**src/design/pulse_cmd_pkg.sv**
```systemverilog
// Function
// - three selectable pulse interpretation modes
// - source select, differential path by default
// - differential path counts up to 2 MHz
// - single-ended path counts up to 1 MHz
// - pulse/direction: A pulses, B high adds
// - single-ended step counts on falling edge only
// - direction high positive, low negative
// - up_step_n falling edge increments count
// - down_step_n falling edge decrements count
// - B leads A positive, A leads B negative
// - count sign independent of downstream scaling
// - quadrature counts every edge, four per line
// - differential up/down: A up, B down
// - position count zero at reset, accumulates
package pulse_cmd_pkg;

  // ----------------------------------------------------------------
  // constants
  // ----------------------------------------------------------------
  localparam int          POS_W        = 32;
  localparam int          SYNC_STAGES  = 2;
  localparam int          CLK_HZ       = 10_000_000;
  localparam int          DIFF_MAX_HZ  = 2_000_000;
  localparam int          SE_MAX_HZ    = 1_000_000;
  // cycles per input period at the top rate, rounded down
  localparam int          DIFF_PER_CYC = CLK_HZ / DIFF_MAX_HZ;
  localparam int          SE_PER_CYC   = CLK_HZ / SE_MAX_HZ;
  localparam logic [31:0] POS_RESET    = 32'h0000_0000;

  // ----------------------------------------------------------------
  // types
  // ----------------------------------------------------------------
  typedef enum logic [1:0] {
    MODE_PULSE_DIR = 2'h0,
    MODE_UP_DOWN   = 2'h1,
    MODE_QUAD      = 2'h2
  } interp_mode_t;

  typedef enum logic {
    SRC_DIFF   = 1'h0,
    SRC_SINGLE = 1'h1
  } pulse_src_t;

  typedef struct packed {
    interp_mode_t mode;
    pulse_src_t   src;
  } pulse_cfg_t;

  typedef struct packed {
    logic a;
    logic b;
  } chan_pair_t;

endpackage : pulse_cmd_pkg

```
**src/design/pulse_command_decoder.sv**
```systemverilog
`timescale 1ns/1ps
module pulse_command_decoder
  import pulse_cmd_pkg::*;
(
  input  wire logic              clk,
  input  wire logic              rstn,
  input  wire pulse_cfg_t        cfg,
  input  wire chan_pair_t        diff_in,
  input  wire chan_pair_t        se_in,
  output logic                   count_up,
  output logic                   count_down,
  output logic signed [POS_W-1:0] pos_count
);

  // ----------------------------------------------------------------
  // input synchronisers
  // ----------------------------------------------------------------
  logic [SYNC_STAGES-1:0] diff_a_sync_reg, diff_b_sync_reg;
  logic [SYNC_STAGES-1:0] se_a_sync_reg, se_b_sync_reg;

  // both paths kept live so a source switch sees settled levels
  always_ff @(posedge clk or negedge rstn) begin
    if (!rstn) begin
      diff_a_sync_reg <= '0;
      diff_b_sync_reg <= '0;
      se_a_sync_reg   <= '1; // pulled-up idle level
      se_b_sync_reg   <= '1;
    end else begin
      diff_a_sync_reg <= {diff_a_sync_reg[SYNC_STAGES-2:0], diff_in.a};
      diff_b_sync_reg <= {diff_b_sync_reg[SYNC_STAGES-2:0], diff_in.b};
      se_a_sync_reg   <= {se_a_sync_reg[SYNC_STAGES-2:0], se_in.a};
      se_b_sync_reg   <= {se_b_sync_reg[SYNC_STAGES-2:0], se_in.b};
    end
  end

  // ----------------------------------------------------------------
  // path select and edge history
  // ----------------------------------------------------------------
  logic a_now, b_now, a_prev, b_prev, single;
  logic diff_a_reg, diff_b_reg, se_a_reg, se_b_reg;

  // only last stages feed the mux; first stages stay private
  assign single = (cfg.src == SRC_SINGLE);
  assign a_now  = single ? se_a_sync_reg[SYNC_STAGES-1] : diff_a_sync_reg[SYNC_STAGES-1];
  assign b_now  = single ? se_b_sync_reg[SYNC_STAGES-1] : diff_b_sync_reg[SYNC_STAGES-1];

  // one history per path, reset to that path's idle level, so neither
  // reset nor a source switch fakes an edge; 10 MHz covers 2 MHz edges
  always_ff @(posedge clk or negedge rstn) begin
    if (!rstn) begin
      diff_a_reg <= 1'b0;
      diff_b_reg <= 1'b0;
      se_a_reg   <= 1'b1; // pulled-up idle level
      se_b_reg   <= 1'b1;
    end else begin
      diff_a_reg <= diff_a_sync_reg[SYNC_STAGES-1];
      diff_b_reg <= diff_b_sync_reg[SYNC_STAGES-1];
      se_a_reg   <= se_a_sync_reg[SYNC_STAGES-1];
      se_b_reg   <= se_b_sync_reg[SYNC_STAGES-1];
    end
  end

  // previous sample of whichever path is selected
  assign a_prev = single ? se_a_reg : diff_a_reg;
  assign b_prev = single ? se_b_reg : diff_b_reg;

  // ----------------------------------------------------------------
  // interpretation decode
  // ----------------------------------------------------------------
  logic a_rise, a_fall, b_rise, b_fall, a_chg, b_chg;
  logic up_next, down_next;

  assign a_rise = a_now & ~a_prev;
  assign a_fall = ~a_now & a_prev;
  assign b_rise = b_now & ~b_prev;
  assign b_fall = ~b_now & b_prev;
  assign a_chg  = a_rise | a_fall;
  assign b_chg  = b_rise | b_fall;

  // the pulse edge is the rising one on the differential pulse line,
  // the falling one on the active-low single-ended inputs
  always_comb begin
    up_next   = 1'b0;
    down_next = 1'b0;
    unique case (cfg.mode)
      MODE_PULSE_DIR: begin
        if (single ? a_fall : a_rise) begin
          up_next   = b_now;
          down_next = ~b_now;
        end
      end
      MODE_UP_DOWN: begin
        up_next   = single ? a_fall : a_rise;
        down_next = single ? b_fall : b_rise;
      end
      MODE_QUAD: begin
        // B leads A: A moves to match B; A leads B: B moves to match A
        if (a_chg && !b_chg) begin
          up_next   = (a_now == b_now);
          down_next = (a_now != b_now);
        end else if (b_chg && !a_chg) begin
          up_next   = (a_now != b_now);
          down_next = (a_now == b_now);
        end
        // both changed at once is an illegal step, ignored
      end
      default: begin
        up_next   = 1'b0;
        down_next = 1'b0;
      end
    endcase
  end

  // ----------------------------------------------------------------
  // position accumulator
  // ----------------------------------------------------------------
  logic signed [POS_W-1:0] pos_reg;
  logic                    up_reg, down_reg;

  always_ff @(posedge clk or negedge rstn) begin
    if (!rstn) begin
      pos_reg  <= POS_RESET;
      up_reg   <= 1'b0;
      down_reg <= 1'b0;
    end else begin
      up_reg   <= up_next;
      down_reg <= down_next;
      if (up_next && !down_next)
        pos_reg <= pos_reg + POS_W'(1);
      else if (down_next && !up_next)
        pos_reg <= pos_reg - POS_W'(1);
    end
  end

  assign pos_count  = pos_reg;
  assign count_up   = up_reg;
  assign count_down = down_reg;
endmodule : pulse_command_decoder

```
**config.mk**
```make
export PLATFORM = sky130hd
export DESIGN_NAME = pulse_command_decoder
export DESIGN_NICKNAME = d
export VERILOG_FILES = /design/src/design/pulse_cmd_pkg.sv /design/src/design/pulse_command_decoder.sv
export SDC_FILE = /design/constraint.sdc
export NUM_CORES = 1
export LEC_CHECK = 0
export BUFFER_PORTS_ARGS = -buffer_cell sky130_fd_sc_hd__clkbuf_2
export CORE_MARGIN = 2
export CORE_UTILIZATION = 50
export CTS_CLUSTER_DIAMETER = 80
export DETAILED_ROUTE_END_ITERATION = 12
export PLACE_DENSITY = 0.72
export SLEW_MARGIN = 20
export SYNTH_ARGS = -nofsm -noshare
export SYNTH_HDL_FRONTEND = slang
export SYNTH_SLANG_ARGS = --single-unit
```
**constraint.sdc**
```tcl
create_clock -name clk -period 8.9 [get_ports clk]
set_clock_uncertainty 0.15 [all_clocks]
set_input_delay 0.445 -clock clk [delete_from_list [all_inputs] [get_ports clk]]
set_output_delay 0.445 -clock clk [all_outputs]
set_load 0.01 [all_outputs]
```
**Word level (Yosys, flattened, before mapping)**

Index checks and enable logic that the tools add are counted.

- Bits in registers: 46
- Input port bits: 9
- Output and inout port bits: 34
- Word-level logic and storage cells: 53

- Add/subtract/negate cells: 2
- Equal/unequal tests: 4
- Muxes and demuxes: 16
- Bitwise operators: 10
- Reduce and logical (&&, ||, !) cells: 10

Operators with widths:

| cell | number |
|---|---|
| 32-bit two-way mux | 2 |
| 32-bit by 2-bit adder with 32-bit output (second input constant) | 1 |
| 32-bit by 2-bit subtractor with 32-bit output (second input constant) | 1 |
| 1-bit two-way mux | 12 |
| 1-bit one-hot mux with 3 select lines | 2 |
| 1-bit AND | 4 |
| 1-bit logical AND | 4 |
| 1-bit zero test | 4 |
| 1-bit inverter | 4 |
| 2-bit by 1-bit == test with 1-bit output (second input constant) | 1 |
| 2-bit == test (second input constant) | 1 |
| 2-bit zero test | 1 |
| 1-bit bitwise OR | 2 |
| 2-bit nonzero test | 1 |
| 1-bit == test | 1 |
| 1-bit != test | 1 |

**Longest topological paths before layout**

- Depth in word-level cells: 13
- Depth in mapped cells: 20
- Depth with buffers taken out: 18

**Worst setup path before layout**

No wires, ideal clock.

- Path kind: input -> register
- Start: input cfg[0] (netlist bit)
- End: register pos_reg[23], in the netlist pos_count[23]
- Library setup time: 0.125 ns
- Data arrival time: 4.280 ns
- Data required time: 8.625 ns
- Setup slack: 4.346 ns
- Stages: 19
- Path buffers: 2
- Path through: buf_2 > mux2i_1 > inv_1 > ha_1 > mux2i_1 > nor2_1 > a221oi_1 > ha_1 > inv_1 > ha_1 > buf_6 > nor3_1 > nor3_2 > a211oi_2 > o31ai_4 > and2_4 > o31ai_4 > xnor2_1 > mux2_2

- Cells in the longest elaborated chain, start to end: 12
- Elaborated cells between the ends (all ways): 36

RTL lines:

| what | RTL line | source |
|---|---|---|
| start: declaration | pulse_command_decoder.sv:7 | `input wire pulse_cfg_t cfg,` |
| 1-bit two-way mux, on equally long branches | pulse_command_decoder.sv:64, pulse_command_decoder.sv:44 |  |
| 1-bit inverter, on equally long branches | pulse_command_decoder.sv:73, pulse_command_decoder.sv:74 |  |
| 1-bit AND, on equally long branches | pulse_command_decoder.sv:73, pulse_command_decoder.sv:74 |  |
| 1-bit bitwise OR | pulse_command_decoder.sv:77 | `assign a_chg = a_rise \| a_fall;` |
| 1-bit zero test | pulse_command_decoder.sv:101 | `end else if (b_chg && !a_chg) begin` |
| 1-bit logical AND | pulse_command_decoder.sv:101 |  |
| 1-bit two-way mux | pulse_command_decoder.sv:101 |  |
| 1-bit two-way mux | pulse_command_decoder.sv:98 | `if (a_chg && !b_chg) begin` |
| 1-bit one-hot mux with 3 select lines | pulse_command_decoder.sv:85 | `unique case (cfg.mode)` |
| 1-bit zero test, on equally long branches | pulse_command_decoder.sv:128, pulse_command_decoder.sv:130 |  |
| 1-bit logical AND, on equally long branches | pulse_command_decoder.sv:128, pulse_command_decoder.sv:130 |  |
| 32-bit two-way mux / 2-bit nonzero test (equally long branches) | -- |  |
| end signal: assignment | pulse_command_decoder.sv:129 | `pos_reg <= pos_reg + POS_W'(1);` |
| end signal: assignment | pulse_command_decoder.sv:131 | `pos_reg <= pos_reg - POS_W'(1);` |
| end: declaration | pulse_command_decoder.sv:117 | `logic signed [POS_W-1:0] pos_reg;` |

Several ways; a longest one is shown, not always the timed one.
A chain may end at the register's enable or synchronous reset.

**Worst setup path after layout**

- Start: input cfg[0] (netlist bit)
- End: register pos_reg[28], in the netlist pos_count[28]

Same word-level chain as after synthesis.

==> results.yml <==
final_layout:
  final_common_cell: "nand2_1"
  nets: 469
  drive_gt1_share_pct: 16.94
  antenna_cells: 0
  area_growth_pct: 10.44
  layout_common_cells: "nand2_1 (52), clkbuf_2 (42), dfrtp_1 (40)"
  fill_cells: 611
  largest_reg_flops: 32
pwr:
  leakagePower_nw: 1.796
  power.total_mw: 1.655
  peakVddDrop_v: 0.0002244
  power.density_mw_per_mm2: 435.5
logic_synthesis:
  synth_top_family_by_area: "compound AO/OA/AOI/OAI gates"
  ys.flop_type: "dfrtp_1"
  synth_fa_ha_area_share_pct: 13.31
  syn_inst: 386
  syn_nets: 431
  synth_xor_area_share_pct: 6.873
  ys_warn_count: 0
  synthArstFlopShare_pct: 100.0
  synth_area_per_cell_um2: 8.914
  synthSimpleGateAreaFrac_pct: 16.15
  ys_seq_area_share_pct: 33.67
  synth_compound_area_share_pct: 24.15
  synth_edf_count: 0
  synth_area_mm2: 0.003441
  synthMuxAreaShare_pct: 2.945
  ys_seq_elements: 46
  ys_types: 50
placed_design:
  io_buffers: 42
  place.gp.congestion: 0.8966
  hpwl_mm: 5.287
global_routing:
  grt_usage_pct: 19.22
  grt_overflow: 0
  grt_max_degree: 66
  antenna_found_initial: 0
  grt_pass1_vias: 2613
  grt_pass1_wl_mm: 11.73
route:
  wl_per_cell_um: 14.21
  dr.pass1.iters: 4
  dr_total_vias: 2897
  drtIter0Drc: 107
  vias_per_cell: 5.737
  ant_nets: 0
  routed_wl_mm: 7.178
  remaining_drc_errors: 0
worst_setup_path:
  worstPathArrival_ns: 5.49
  slowest_delay_ns: 0.79
  crit_path_start_kind: "input port"
  worstPathRequired_ns: 8.90
  cp_max_fo: 32
  setup.worst_path.end_class: "flop"
  slowest_stage: "clkinv_1"
  crit_family: "compound AO/OA/AOI/OAI gates"
  path_cells: "clkbuf_2, mux2i_1, inv_1, ha_1, mux2i_1, nor2_1, a221oi_1, ha_2, clkinv_1, ha_1, nor2b_1, o31a_1, a41oi_2, o21ai_1, a311oi_1, o31ai_1, xnor2_1, o21ai_1"
  critPathBufInv: 3
  critPathKind: "input port to flop"
sta:
  slew_viol_final: 0
  finalCriticalPeriod_ns: 5.487
  worst_slew_pin_slew_ns: 1.028
  slew_headroom_pct: 31.04
  fmax_mhz: 182.3
  finalSetupViolations: 0
  whs_ns: 0.06024
  finalCritPeriodShare_pct: 61.65
  grt_setup_unrepaired: "no"
  hold_viol_final: 0
  fin_tns_setup_ns: 0
job:
  cap_violations: 0
run_status:
  outcome: "complete, no violations"
die:
  fp.dieH_um: 86.96
  design.die.area_mm2: 0.007561
  rows: 30
  core-area_mm2: 0.006719
  die_w_um: 86.96
  ioPinCount: 43
  initial_utilization_pct: 51.21
clock_tree:
  cts_setup_buffers: 0
  cts.sinks: 46
  cts_made_buffers: 5
  clkLatencyLatePin_ns: 0.30
  postCtsResizedCells: 0
  cts_tree: "built"
  clockBufferDepth: 2
  h-tree-depth: 2
  cts_hold_buf: 0
  cts.clk_slew.worst_paths_ns: 0.09
  cts_root_buf: "clkbuf_8"
min_path:
  min_path_type: "input port to flop"
## stage by stage
step	cell area (um^2)	utilization (%)	setup slack, ns	instances
floorplan	3441	-	4.346	386
global placement	3706	55.16	3.771	497
detailed placement	3706	55.16	3.594	497
CTS	3800	56.55	3.905	505
global route	3800	56.55	2.900	505
finish	3800	56.55	3.413	505
## worst paths after layout
kind / depth (start not counted) / end / slack, ns / from
max: 18 / pos_count[28] / 3.41 / cfg[0]
min: 1 / se_b_sync_reg[0] / 0.06 / se_in[0]
max reg2reg: 17 / pos_count[28] / 3.44 / diff_a_sync_reg[1]
min reg2reg: 0 / diff_a_sync_reg[1] / 0.20 / diff_a_sync_reg[0]
max in group asynchronous: 2 / pos_count[21] / 8.13 / rstn
min in group asynchronous: 2 / diff_b_reg / 0.07 / rstn
## cells by family after synthesis
kind of cell,count (synthesis)
fa+ha+maj,36
compound gates,126
mux,10
buf+inv,24
simple gates,117
flops,46
xor+xnor,27
## cell usage after synthesis, drive strengths merged, types with 3 or more instances
| cell | count | area share [%] |
|---|---|---|
| a211oi | 4 | 1.3 |
| a21o | 16 | 3.5 |
| a21oi | 31 | 4.5 |
| a31oi | 5 | 0.91 |
| and2 | 4 | 0.80 |
| and3 | 4 | 0.73 |
| buf | 3 | 0.62 |
| clkbuf | 9 | 0.98 |
| dfrtp | 40 | 29 |
| dfstp | 6 | 4.6 |
| ha | 35 | 13 |
| inv | 12 | 1.3 |
| mux2i | 9 | 2.6 |
| nand2 | 52 | 5.7 |
| nand2b | 6 | 1.1 |
| nand3 | 8 | 1.2 |
| nand4 | 3 | 0.55 |
| nor2 | 18 | 2.0 |
| nor2b | 6 | 1.1 |
| nor3 | 9 | 1.6 |
| nor3b | 3 | 0.65 |
| o211ai | 4 | 1.0 |
| o21a | 6 | 1.3 |
| o21ai | 44 | 6.5 |
| o31ai | 8 | 2.7 |
| xnor2 | 16 | 4.1 |
| xor2 | 11 | 2.8 |
## report_power, final
part           total (mW)  internal (mW)  switching [mW]
Clock               0.137         0.0568          0.0798
Sequential          0.354          0.287          0.0673
Combinational        1.16          0.496           0.668
Total                1.66          0.840           0.815
## layer usage
layer | part of all wire, % | GRT usage (%)
met3 | 3.6 | 2.749
met2 | 46 | 32.34
met5 | 0 | 0
met4 | 1.7 | 5.824
met1 | 48 | 25.57
## layout make-up
class                   count  area, um^2  share of cell area (%)
multi-input cells         316        2185                   57.49
flip-flops and latches     46        1159                   30.49
repair buffers             43       217.7                   5.729
well taps                  80       100.1                   2.634
clock buffers               5       68.82                   1.811
inverters                  12       45.04                   1.185
clock inverters             3       25.02                  0.6585
Note: power is estimated with default switching activity, not from simulation.
